===== config.mk =====
export PLATFORM = sky130hd
export DESIGN_NAME = ofs_output_selector
export DESIGN_NICKNAME = d
export VERILOG_FILES = /design/src/rtl/ofs_pkg.sv /design/src/rtl/ofs_output_selector.sv
export SDC_FILE = /design/constraint.sdc
export NUM_CORES = 1
export LEC_CHECK = 0
export BUFFER_PORTS_ARGS = -buffer_cell sky130_fd_sc_hd__buf_2
export CELL_PAD_IN_SITES_DETAIL_PLACEMENT = 2
export CELL_PAD_IN_SITES_GLOBAL_PLACEMENT = 2
export CORE_ASPECT_RATIO = 1.25
export CORE_MARGIN = 2
export CORE_UTILIZATION = 36
export DETAILED_ROUTE_END_ITERATION = 7
export GPL_ROUTABILITY_DRIVEN = 0
export PLACE_DENSITY = 0.91
export SYNTH_ARGS = -nofsm -noshare
export SYNTH_HDL_FRONTEND = slang
export SYNTH_SLANG_ARGS = --single-unit

===== constraint.sdc =====
create_clock -name i_clk -period 3.3 [get_ports i_clk]
set_clock_uncertainty 0.2 [all_clocks]
set_input_delay 0.33 -clock i_clk [delete_from_list [all_inputs] [get_ports i_clk]]
set_output_delay 0.33 -clock i_clk [all_outputs]
set_load 0.02 [all_outputs]

===== src/rtl/ofs_pkg.sv =====
// Behaviour
// - Code 26: current above overload threshold two
// - Codes 27-29: voltage, current, aux input lost
// - Code 31: second-stage PID contribution requested
// - Code 32: network watchdog period has expired
// - Codes 33-38: six Boolean operation results
// - Code 39: capacitor bank needs replacement
// - Code 40: fan enabled but running slow
// - Code 41: forward or reverse run command
// - Code 42: heat sink above overheat threshold
// - Code 43: output current below low threshold
// - Codes 44-49: sequence general outputs passed through
// - Code 50: drive ready for commands
// - Codes 51/52: forward, reverse rotation
// - Code 53: trip from internal hardware error
// - Codes 54/55: voltage, current inside window
package ofs_pkg;

    // ==========================================================
    // Sizes
    localparam int OFS_TERMS = 6;
    localparam int OFS_CODE_W = 8;
    localparam int OFS_ADDR_W = 8;
    localparam int OFS_DATA_W = 32;

    // ==========================================================
    // Register map (byte addresses)
    localparam logic [7:0] OFS_CODE_BASE = 8'h00;
    localparam logic [7:0] OFS_CODE_LAST = 8'h14;
    localparam logic [7:0] OFS_STATUS = 8'h18;
    localparam logic [7:0] OFS_CLEAR = 8'h1C;
    localparam logic [7:0] OFS_ENABLE = 8'h20;
    localparam logic [7:0] OFS_LIVE = 8'h24;

    // ==========================================================
    // Reset values
    localparam logic [7:0] OFS_CODE_RST = 8'h00;
    localparam logic [5:0] OFS_ENABLE_RST = 6'h00;

    // ==========================================================
    // Option codes
    localparam logic [7:0] OFS_C_OVL2 = 8'h1A;     // 26
    localparam logic [7:0] OFS_C_VLOST = 8'h1B;    // 27
    localparam logic [7:0] OFS_C_ILOST = 8'h1C;    // 28
    localparam logic [7:0] OFS_C_ALOST = 8'h1D;    // 29
    localparam logic [7:0] OFS_C_PID2 = 8'h1F;     // 31
    localparam logic [7:0] OFS_C_WDOG = 8'h20;     // 32
    localparam logic [7:0] OFS_C_BOOL1 = 8'h21;    // 33
    localparam logic [7:0] OFS_C_BOOL6 = 8'h26;    // 38
    localparam logic [7:0] OFS_C_CAP = 8'h27;      // 39
    localparam logic [7:0] OFS_C_FAN = 8'h28;      // 40
    localparam logic [7:0] OFS_C_RUN = 8'h29;      // 41
    localparam logic [7:0] OFS_C_HEAT = 8'h2A;     // 42
    localparam logic [7:0] OFS_C_LOWI = 8'h2B;     // 43
    localparam logic [7:0] OFS_C_SEQ1 = 8'h2C;     // 44
    localparam logic [7:0] OFS_C_SEQ6 = 8'h31;     // 49
    localparam logic [7:0] OFS_C_READY = 8'h32;    // 50
    localparam logic [7:0] OFS_C_FWDROT = 8'h33;   // 51
    localparam logic [7:0] OFS_C_BWDROT = 8'h34;   // 52
    localparam logic [7:0] OFS_C_MAJOR = 8'h35;    // 53
    localparam logic [7:0] OFS_C_VWIN = 8'h36;     // 54
    localparam logic [7:0] OFS_C_IWIN = 8'h37;     // 55

    // ==========================================================
    // Conditions delivered by the other units
    typedef struct packed {
        logic overload_notice_two;
        logic voltage_input_lost;
        logic current_input_lost;
        logic aux_analog_input_lost;
        logic pid_second_stage_request;
        logic network_watchdog_timeout;
        logic [5:0] boolean_result;
        logic capacitor_life_warning;
        logic fan_speed_low;
        logic forward_run_command;
        logic backward_run_command;
        logic heatsink_overheat;
        logic low_current_flag;
        logic [5:0] sequence_general_out;
        logic drive_ready;
        logic forward_rotation;
        logic reverse_rotation;
        logic major_failure;
        logic voltage_window_match;
        logic current_window_match;
    } ofs_cond_s;

    // Register port request
    typedef struct packed {
        logic [7:0] addr;
        logic [31:0] wdata;
        logic wr;
        logic rd;
    } ofs_req_s;

endpackage : ofs_pkg


===== src/rtl/ofs_output_selector.sv =====
`timescale 1ns/1ns
// ==========================================================
// Output function selector
//
// Six programmable output terminals of the drive. Each terminal owns
// an option code register; the code picks one internal condition,
// and that condition is sampled into the terminal flop every clock.
//
// Option codes handled here:
//   26      overload notice, second threshold
//   27..29  voltage, current and auxiliary analog input lost
//   31      second-stage PID contribution requested
//   32      network watchdog expired
//   33..38  Boolean operation results one to six
//   39      capacitor bank life warning
//   40      cooling fan enabled but slow
//   41      forward or backward run command present
//   42      heat sink above overheat threshold
//   43      output current below low threshold
//   44..49  sequence program general outputs one to six
//   50      drive ready for commands
//   51, 52  forward, reverse rotation
//   53      major failure trip
//   54, 55  voltage, current input inside window
// Every other code, including the reset value, holds the terminal low.
//
// Register port, byte addresses:
//   0x00..0x14  option code of terminal 0..5, one word apart
//   0x18        status, sticky rising edges of the terminals, read only
//   0x1C        clear, write ones to drop status bits, reads zero
//   0x20        interrupt enable, same layout as status
//   0x24        live terminal levels, read only
//
// Read data stand for exactly one cycle after the read strobe and are
// zero otherwise, so the master may OR several slaves together.
//
// Hazards worth knowing:
//   A terminal follows its condition one clock late; conditions are
//   expected to be synchronous to the system clock already.
//   Writing a new code takes effect on the terminal one clock after
//   the write edge, and the change of level may itself raise status.
//   A rising edge in the same cycle as a clear keeps the status bit,
//   so no event is ever lost to a racing clear.
module ofs_output_selector
(
    // Clock and reset
    input wire logic i_clk,
    input wire logic i_rstn,
    // Register port
    input wire ofs_pkg::ofs_req_s i_req,
    output logic [31:0] o_rdata,
    // Conditions from the drive
    input wire ofs_pkg::ofs_cond_s i_cond,
    // Output terminals and interrupt
    output logic [5:0] o_term,
    output logic o_irq
);

    // ==========================================================
    // Condition selection
    // Maps one option code onto its condition; unknown codes give 0
    function automatic logic ofs_select(
        input logic [7:0] code,
        input ofs_pkg::ofs_cond_s c
    );
        logic r;
        // Default keeps the terminal inactive
        r = 1'b0;
        if (code == ofs_pkg::OFS_C_OVL2)
        begin
            // Current above the second overload notice level
            r = c.overload_notice_two;
        end
        else if (code == ofs_pkg::OFS_C_VLOST)
        begin
            // Voltage input below its disconnect level
            r = c.voltage_input_lost;
        end
        else if (code == ofs_pkg::OFS_C_ILOST)
        begin
            // Current input below its disconnect level
            r = c.current_input_lost;
        end
        else if (code == ofs_pkg::OFS_C_ALOST)
        begin
            // Auxiliary analog input below its disconnect level
            r = c.aux_analog_input_lost;
        end
        else if (code == ofs_pkg::OFS_C_PID2)
        begin
            // First stage saturated, second stage must help
            r = c.pid_second_stage_request;
        end
        else if (code == ofs_pkg::OFS_C_WDOG)
        begin
            // Network watchdog period has run out
            r = c.network_watchdog_timeout;
        end
        else if (code >= ofs_pkg::OFS_C_BOOL1 &&
                 code <= ofs_pkg::OFS_C_BOOL6)
        begin
            // One of six Boolean operation results
            r = c.boolean_result[3'(code - ofs_pkg::OFS_C_BOOL1)];
        end
        else if (code == ofs_pkg::OFS_C_CAP)
        begin
            // Capacitor bank due for replacement
            r = c.capacitor_life_warning;
        end
        else if (code == ofs_pkg::OFS_C_FAN)
        begin
            // Fan enabled but below normal speed
            r = c.fan_speed_low;
        end
        else if (code == ofs_pkg::OFS_C_RUN)
        begin
            // Either run command keeps the terminal on
            r = c.forward_run_command | c.backward_run_command;
        end
        else if (code == ofs_pkg::OFS_C_HEAT)
        begin
            // Heat sink above its warning level
            r = c.heatsink_overheat;
        end
        else if (code == ofs_pkg::OFS_C_LOWI)
        begin
            // Output current below its low level
            r = c.low_current_flag;
        end
        else if (code >= ofs_pkg::OFS_C_SEQ1 &&
                 code <= ofs_pkg::OFS_C_SEQ6)
        begin
            // Sequence program outputs passed straight through
            r = c.sequence_general_out[3'(code - ofs_pkg::OFS_C_SEQ1)];
        end
        else if (code == ofs_pkg::OFS_C_READY)
        begin
            // Drive accepts run and inching commands
            r = c.drive_ready;
        end
        else if (code == ofs_pkg::OFS_C_FWDROT)
        begin
            // Motor driven forward
            r = c.forward_rotation;
        end
        else if (code == ofs_pkg::OFS_C_BWDROT)
        begin
            // Motor driven in reverse
            r = c.reverse_rotation;
        end
        else if (code == ofs_pkg::OFS_C_MAJOR)
        begin
            // Trip from an internal hardware error
            r = c.major_failure;
        end
        else if (code == ofs_pkg::OFS_C_VWIN)
        begin
            // Voltage input inside its window
            r = c.voltage_window_match;
        end
        else if (code == ofs_pkg::OFS_C_IWIN)
        begin
            // Current input inside its window
            r = c.current_window_match;
        end
        return r;
    endfunction : ofs_select

    // ==========================================================
    // Reset synchroniser
    logic rst_meta_q;
    logic rst_n_q;

    // Asynchronous assert, release through two flops
    always_ff @(posedge i_clk or negedge i_rstn)
    begin
        if (!i_rstn)
        begin
            rst_meta_q <= 1'b0;
            rst_n_q <= 1'b0;
        end
        else
        begin
            rst_meta_q <= 1'b1;
            rst_n_q <= rst_meta_q;
        end
    end

    // ==========================================================
    // Terminals
    logic [7:0] code_q [6];
    logic [5:0] term_q;
    logic [5:0] term_prev_q;

    genvar gi;
    generate
        for (gi = 0; gi < ofs_pkg::OFS_TERMS; gi++)
        begin : g_term
            localparam logic [7:0] ADDR =
                ofs_pkg::OFS_CODE_BASE + 8'(gi * 4);

            // Option code register of this terminal
            always_ff @(posedge i_clk or negedge rst_n_q)
            begin
                if (!rst_n_q)
                    code_q[gi] <= ofs_pkg::OFS_CODE_RST;
                else if (i_req.wr && i_req.addr == ADDR)
                    code_q[gi] <= i_req.wdata[7:0];
            end

            // Selected condition sampled every clock
            always_ff @(posedge i_clk or negedge rst_n_q)
            begin
                if (!rst_n_q)
                    term_q[gi] <= 1'b0;
                else
                    term_q[gi] <= ofs_select(code_q[gi], i_cond);
            end
        end
    endgenerate

    // ==========================================================
    // Interrupt status
    logic [5:0] status_q;
    logic [5:0] enable_q;
    logic [5:0] rise;
    logic [5:0] clr;

    assign rise = term_q & ~term_prev_q;
    assign clr = (i_req.wr && i_req.addr == ofs_pkg::OFS_CLEAR) ?
                 i_req.wdata[5:0] : 6'h00;

    // Previous terminal level for edge detection
    always_ff @(posedge i_clk or negedge rst_n_q)
    begin
        if (!rst_n_q)
            term_prev_q <= 6'h00;
        else
            term_prev_q <= term_q;
    end

    // Sticky status; a new rising edge beats a clear
    always_ff @(posedge i_clk or negedge rst_n_q)
    begin
        if (!rst_n_q)
            status_q <= 6'h00;
        else
            status_q <= (status_q & ~clr) | rise;
    end

    // Interrupt enable register
    always_ff @(posedge i_clk or negedge rst_n_q)
    begin
        if (!rst_n_q)
            enable_q <= ofs_pkg::OFS_ENABLE_RST;
        else if (i_req.wr && i_req.addr == ofs_pkg::OFS_ENABLE)
            enable_q <= i_req.wdata[5:0];
    end

    // Level interrupt output
    always_ff @(posedge i_clk or negedge rst_n_q)
    begin
        if (!rst_n_q)
            o_irq <= 1'b0;
        else
            o_irq <= |(status_q & enable_q);
    end

    // ==========================================================
    // Read data, one cycle after the strobe
    // Zero outside a read so that idle data never leak onto the bus;
    // unaligned, unmapped and write-only addresses also read zero
    always_ff @(posedge i_clk or negedge rst_n_q)
    begin
        if (!rst_n_q)
        begin
            o_rdata <= 32'h0000_0000;
        end
        else if (!i_req.rd)
        begin
            o_rdata <= 32'h0000_0000;
        end
        else if (i_req.addr <= ofs_pkg::OFS_CODE_LAST &&
                 i_req.addr[1:0] == 2'b00)
        begin
            // Option code of one terminal
            o_rdata <= {24'h00_0000, code_q[i_req.addr[4:2]]};
        end
        else if (i_req.addr == ofs_pkg::OFS_STATUS)
        begin
            // Sticky edge status
            o_rdata <= {26'h000_0000, status_q};
        end
        else if (i_req.addr == ofs_pkg::OFS_ENABLE)
        begin
            // Interrupt enables
            o_rdata <= {26'h000_0000, enable_q};
        end
        else if (i_req.addr == ofs_pkg::OFS_LIVE)
        begin
            // Present terminal levels
            o_rdata <= {26'h000_0000, term_q};
        end
        else
        begin
            o_rdata <= 32'h0000_0000;
        end
    end

    assign o_term = term_q;

endmodule : ofs_output_selector


======== Yosys cells after proc, flatten, opt, wreduce, memory -nomap -nowiden ========
Cells that the tools add are included.
operators by class
  magnitude comparators ................... 38
  eq/ne operators ......................... 111
  bitwise operators ....................... 8
  reductions and logical operators ........ 24
  add/sub/neg operators ................... 12
  mux-type cells .......................... 147
operators by type and width
  kind                                                                                  count
  8-bit by 6-bit == test with 1-bit output (second input constant)                      74
  8-bit by 5-bit == test with 1-bit output (second input constant)                      34
  32-bit two-way mux                                                                    4
  1-bit two-way mux                                                                     126
  8-bit by 6-bit greater-or-equal comparator with 1-bit output (second input constant)  12
  8-bit by 6-bit less-or-equal comparator with 1-bit output (second input constant)     12
  3-bit by 4-bit less-than comparator with 1-bit output (second input constant)         12
  1-bit binary-select mux with 3-bit select                                             12
  8-bit binary-select mux with 3-bit select                                             1
  1-bit logical AND                                                                     21
  6-bit bitwise AND                                                                     3
  3-bit by 1-bit subtractor with 3-bit output (second input constant)                   6
  3-bit subtractor (second input constant)                                              6
  8-bit by 4-bit == test with 1-bit output (second input constant)                      2
  8-bit two-way mux                                                                     2
  6-bit two-way mux                                                                     2
  6-bit inverter                                                                        2
  8-bit by 3-bit == test with 1-bit output (second input constant)                      1
  8-bit by 5-bit less-or-equal comparator with 1-bit output (second input constant)     1
  8-bit logical NOT                                                                     1
  6-bit bitwise OR                                                                      1
  6-bit OR reduction                                                                    1
  4-bit greater-or-equal comparator (second input constant)                             1
  3-bit inverter with 4-bit output                                                      1
  2 further kinds                                                                       2
storage, ports and cells
  register bits ........................... 107
  output and inout bits ................... 39
  word-level logic and storage cells ...... 359

======== Longest topological paths before layout ========
  depth in word-level cells ............... 20
  gate-level depth with buffers ........... 10
  mapped depth without buffers ............ 8

======== Worst setup path after synthesis ========
Ideal clock, no wire load.
  path kind ............................... reg2reg
  start point ............................. reg code_q[0] in the netlist's numbering
  end point ............................... reg term_q[5] (netlist: o_term[5])
  library setup time ...................... 0.131 ns
  stages on the path, launching flop included .. 11
  arrival time ............................ 1.959 ns
  path slack .............................. 1.010 ns
  clock period less this slack ............ 2.290 ns
  buffers on the path ..................... 2
  path through ............................ dfrtp_1 -> buf_2 -> inv_1 -> ha_1 -> buf_2 -> and3b_1 -> a2111oi_0 -> o21ai_0 -> o2111a_1 -> a211oi_1 -> o32ai_1
between the ends
  word-level cells in the longest chain between the ends .. 20
  elaborated cells between the ends (all ways) .. 48
ends and longest elaborated chain
  what                                      RTL line                    RTL
  start: declaration                        ofs_output_selector.sv:191  logic [7:0] code_q [6];
  start signal: indexed assignment          ofs_output_selector.sv:206  code_q[gi] <= ofs_pkg::OFS_CODE_RST;
  start signal: indexed assignment          ofs_output_selector.sv:208  code_q[gi] <= i_req.wdata[7:0];
  8-bit by 6-bit == test with 1-bit output  ofs_output_selector.sv:161  else if (code == ofs_pkg::OFS_C_IWIN)
  1-bit two-way mux                         ofs_output_selector.sv:161
  1-bit two-way mux                         ofs_output_selector.sv:156  else if (code == ofs_pkg::OFS_C_VWIN)
  1-bit two-way mux                         ofs_output_selector.sv:151  else if (code == ofs_pkg::OFS_C_MAJOR)
  1-bit two-way mux                         ofs_output_selector.sv:146  else if (code == ofs_pkg::OFS_C_BWDROT)
  1-bit two-way mux                         ofs_output_selector.sv:141  else if (code == ofs_pkg::OFS_C_FWDROT)
  1-bit two-way mux                         ofs_output_selector.sv:136  else if (code == ofs_pkg::OFS_C_READY)
  1-bit two-way mux                         ofs_output_selector.sv:130  else if (code >= ofs_pkg::OFS_C_SEQ1 &&
  (+4 left out)                             --
  1-bit two-way mux                         ofs_output_selector.sv:105  else if (code == ofs_pkg::OFS_C_CAP)
  1-bit two-way mux                         ofs_output_selector.sv:99   else if (code >= ofs_pkg::OFS_C_BOOL1 &&
  1-bit two-way mux                         ofs_output_selector.sv:94   else if (code == ofs_pkg::OFS_C_WDOG)
  1-bit two-way mux                         ofs_output_selector.sv:89   else if (code == ofs_pkg::OFS_C_PID2)
  1-bit two-way mux                         ofs_output_selector.sv:84   else if (code == ofs_pkg::OFS_C_ALOST)
  1-bit two-way mux                         ofs_output_selector.sv:79   else if (code == ofs_pkg::OFS_C_ILOST)
  1-bit two-way mux                         ofs_output_selector.sv:74   else if (code == ofs_pkg::OFS_C_VLOST)
  1-bit two-way mux *                       ofs_output_selector.sv:69   if (code == ofs_pkg::OFS_C_OVL2)
  end signal: indexed assignment            ofs_output_selector.sv:217  term_q[gi] <= ofs_select(code_q[gi], i_cond);
  end: declaration                          ofs_output_selector.sv:192  logic [5:0] term_q;
Mark *: on every way between the ends. The rest lies on a longest branch, timed or not. The select of a mux whose other input is x is not followed.
A chain may end at the register's enable or synchronous reset.

======== Final worst setup path ========
  start point ............................. reg code_q[40] in the netlist's numbering
  end point ............................... reg term_q[0] (netlist: o_term[0])
Same word-level chain as after synthesis.

==> flow_metrics.py <==
metrics = {
    "route": {
        "drt-total-wl_um": 28400,
        "first_pass_iters": 4,
        "avgRoutedWirePerCell_um": 26.7,
        "vias": 6651,
        "vias_per_cell": 6.25,
        "drc": 0,
        "drt-initial-drc-count": 529,
        "ant_nets": 0,
    },
    "floorplanning": {
        "num_rows": 57,
        "die_h_um": 160,
        "core_area_mm2": 0.0193,
        "die_area_mm2": 0.0207,
        "ioPinCount": 113,
        "initial_utilization_pct": 36.4,
        "dieWidth_um": 129,
    },
    "power_and_ir_drop": {
        "swShare_pct": 32.7,
        "power_frac_clock_pct": 36.0,
        "power_density_mw_per_mm2": 363,
        "comb_power_share_pct": 21.3,
        "peakVddDrop_mv": 0.233,
        "p_leak_nw": 3.41,
        "p_int_mw": 1.88,
        "power_switching_uw": 912,
        "power_mw": 2.79,
        "seqPwrFrac_pct": 42.8,
    },
    "critical_path": {
        "crit_arrival_ns": 2.91,
        "crit_path_end_kind": "flip-flop",
        "crit_required_ns": 3.34,
        "crit_fanout": 10,
        "critical_path_class": "flip-flop to flip-flop",
        "cp-start-kind": "flip-flop",
    },
    "global_route": {
        "antenna_found_initial": 0,
        "grt_pass1_wl_um": 43500,
        "overflow": 0,
        "grtUsageTotal_pct": 28.2,
        "first_global_vias": 7227,
        "grt_max_degree": 82,
    },
    "synthesis": {
        "synth_area_mm2": 0.00703,
        "avgSynthCellArea_um2": 9.17,
        "synth_cell_types": 81,
        "synth_edf_count": 0,
        "ys_ff_latch": 83,
        "synth_top_cell_by_area": "dfrtp_1",
        "yosys.area.top_type_share_pct": 29.6,
        "yosysMostFrequentCell": "dfrtp_1",
        "synthCells": 766,
        "ys.flop_type": "dfrtp_1",
        "synth_area_leaders": "dfrtp_1, mux2_2, mux4_2",
        "yosysWarnings": 0,
        "ys_seq_area_share_pct": 29.6,
        "synthTopCellsByCount": "dfrtp_1, nand2_1, o21ai_0",
        "ys_async_sr_fraction_pct": 100,
    },
    "timing": {
        "period_share_pct": 87.0,
        "setup_violations": 0,
        "final-max-slew-violation-count": 0,
        "fmax_ghz": 0.348,
        "tightestPinTransition_ns": 1.07,
        "hold_viol": 0,
        "period_minus_slack_ns": 2.87,
        "rsz0062_at_grt": "false",
        "setup-tns-final_ns": 0,
        "slew_headroom_pct": 28.6,
    },
    "clock_tree": {
        "htreeDepth": 3,
        "cts_root_buf": "clkbuf_16",
        "tritoncts": "yes",
        "clkTransAtPathRegs_ns": 0.06,
        "clk_latency_ns": 0.34,
        "post-cts-setup-buffers": 0,
        "cts_max_path_buffers": 2,
        "cts.sinks": 83,
        "numCtsBuffers": 9,
    },
    "job": {
        "maxCapViolations": 0,
    },
    "cells_and_area": {
        "areaGrowthSynthToFinish_pct": 9.44,
        "nets": 898,
        "final_area_mm2": 0.00769,
        "fin_util_pct": 39.8,
        "drive_gt1_share_pct": 20.3,
    },
    "placement": {
        "placed_cell_area_mm2": 0.00739,
        "dp_hpwl_um": 20900,
        "port_buffers": 64,
    },
    "min_path": {
        "hold_class": "input pin to flip-flop",
    },
    "status": {
        "status": "finished clean",
    },
}
## worst max-delay path, stage by stage (launching register included)
cell and delay, ns:
dfrtp_1 0.67, inv_1 0.21, ha_1 0.39, nand3b_1 0.22, a221oi_1 0.28, o2111ai_1 0.18
a32oi_1 0.22, o21ai_0 0.13, a21oi_1 0.25
## final cells by class
class	count	area [um^2]
Fill cell	2126	11600
Multi-Input combinational cell	586	4460
Sequential cell	83	2080
Timing Repair Buffer	68	353
Tap cell	265	332
Clock buffer	10	229
Inverter	46	173
Clock inverter	5	56.3
Antenna cell	1	2.50
## layout by cell type, fill, tap and decap left out, drive strengths merged, types with 9 or more instances in the layout
| cell | instances |
|---|---|
| clkbuf | 10 |
| mux2i | 36 |
| mux4 | 19 |
| o21ai | 48 |
| a221oi | 15 |
| nor3 | 9 |
| o22ai | 13 |
| nand3 | 11 |
| conb | 25 |
| a21oi | 44 |
| inv | 46 |
| a211oi | 20 |
| nor2 | 40 |
| nor2b | 13 |
| nand2 | 68 |
| a22oi | 11 |
| buf | 67 |
| nand2b | 9 |
| dfrtp | 83 |
| mux2 | 39 |
| nor3b | 11 |
| nand3b | 13 |
| ha | 30 |
## metal layers
layer  GRT usage [%]  wire length, um  vias to the layer above
met2            47.6            13900                      292
met4            17.2             1920                        0
met3            3.05             1410                       98
met5               0                0                        -
li1                -                -                     2865
met1            34.0            11200                     3396
## power groups by stage
stage          clock, mW  sequential (mW)  combinational [mW]
6_report            1.00             1.19               0.593
5_1_grt             1.05             1.20               0.637
4_1_cts             1.02             1.19               0.585
3_5_place_dp           0             1.21               0.580
3_3_place_gp           0             1.20               0.547
2_1_floorplan          0             1.14               0.417
## final timing paths
kind	start	end	slack, ns	cells after the start
worst max-delay path	code_q[40]	o_term[0]	0.43	8
worst min-delay path	i_req[2]	code_q[8]	0.08	3
worst max register to register	code_q[40]	o_term[0]	0.43	8
worst min register to register	rst_meta_q	rst_n_q	0.15	0
max in group asynchronous	rst_n_q	code_q[21]	1.88	0
min in group asynchronous	i_rstn	rst_n_q	0.09	2
## stage by stage
step           setup WS (ns)  hold WS, ns  std cells
2_1_floorplan          0.617       -0.166        789
3_3_place_gp           0.719      -0.0824       1047
3_5_place_dp           0.534      -0.0824       1047
4_1_cts                0.514       0.0728       1063
5_1_grt                0.269       0.0829       1063
6_report               0.427       0.0839       1064
## sequential cells by signal, indices dropped and copies added (netlist names)
signal       count
rst_meta_q       1
enable_q         6
o_rdata          8
o_term           6
o_irq            1
status_q         6
term_prev_q      6
rst_n_q          1
code_q          48
## logic make-up after synthesis
logic type / Yosys count / synth area share, %
and+or+nand+nor: 224 / 18.9
AOI/OAI and AO/OA: 208 / 19.8
buffers and inverters: 120 / 8.14
muxes: 94 / 17.5
DFF: 83 / 29.6
adders and majority gates: 30 / 5.34
xor gates and xnor gates: 5 / 0.623
other: 2 / 0.107
## timing repair
action / CTS / global route
hold buffers: 1 / 0
resized for setup: 0 / 0
hold endpoints to repair: 2 / 0
setup endpoints to repair: 0 / 0
Note: power is estimated with default switching activity, not from simulation.
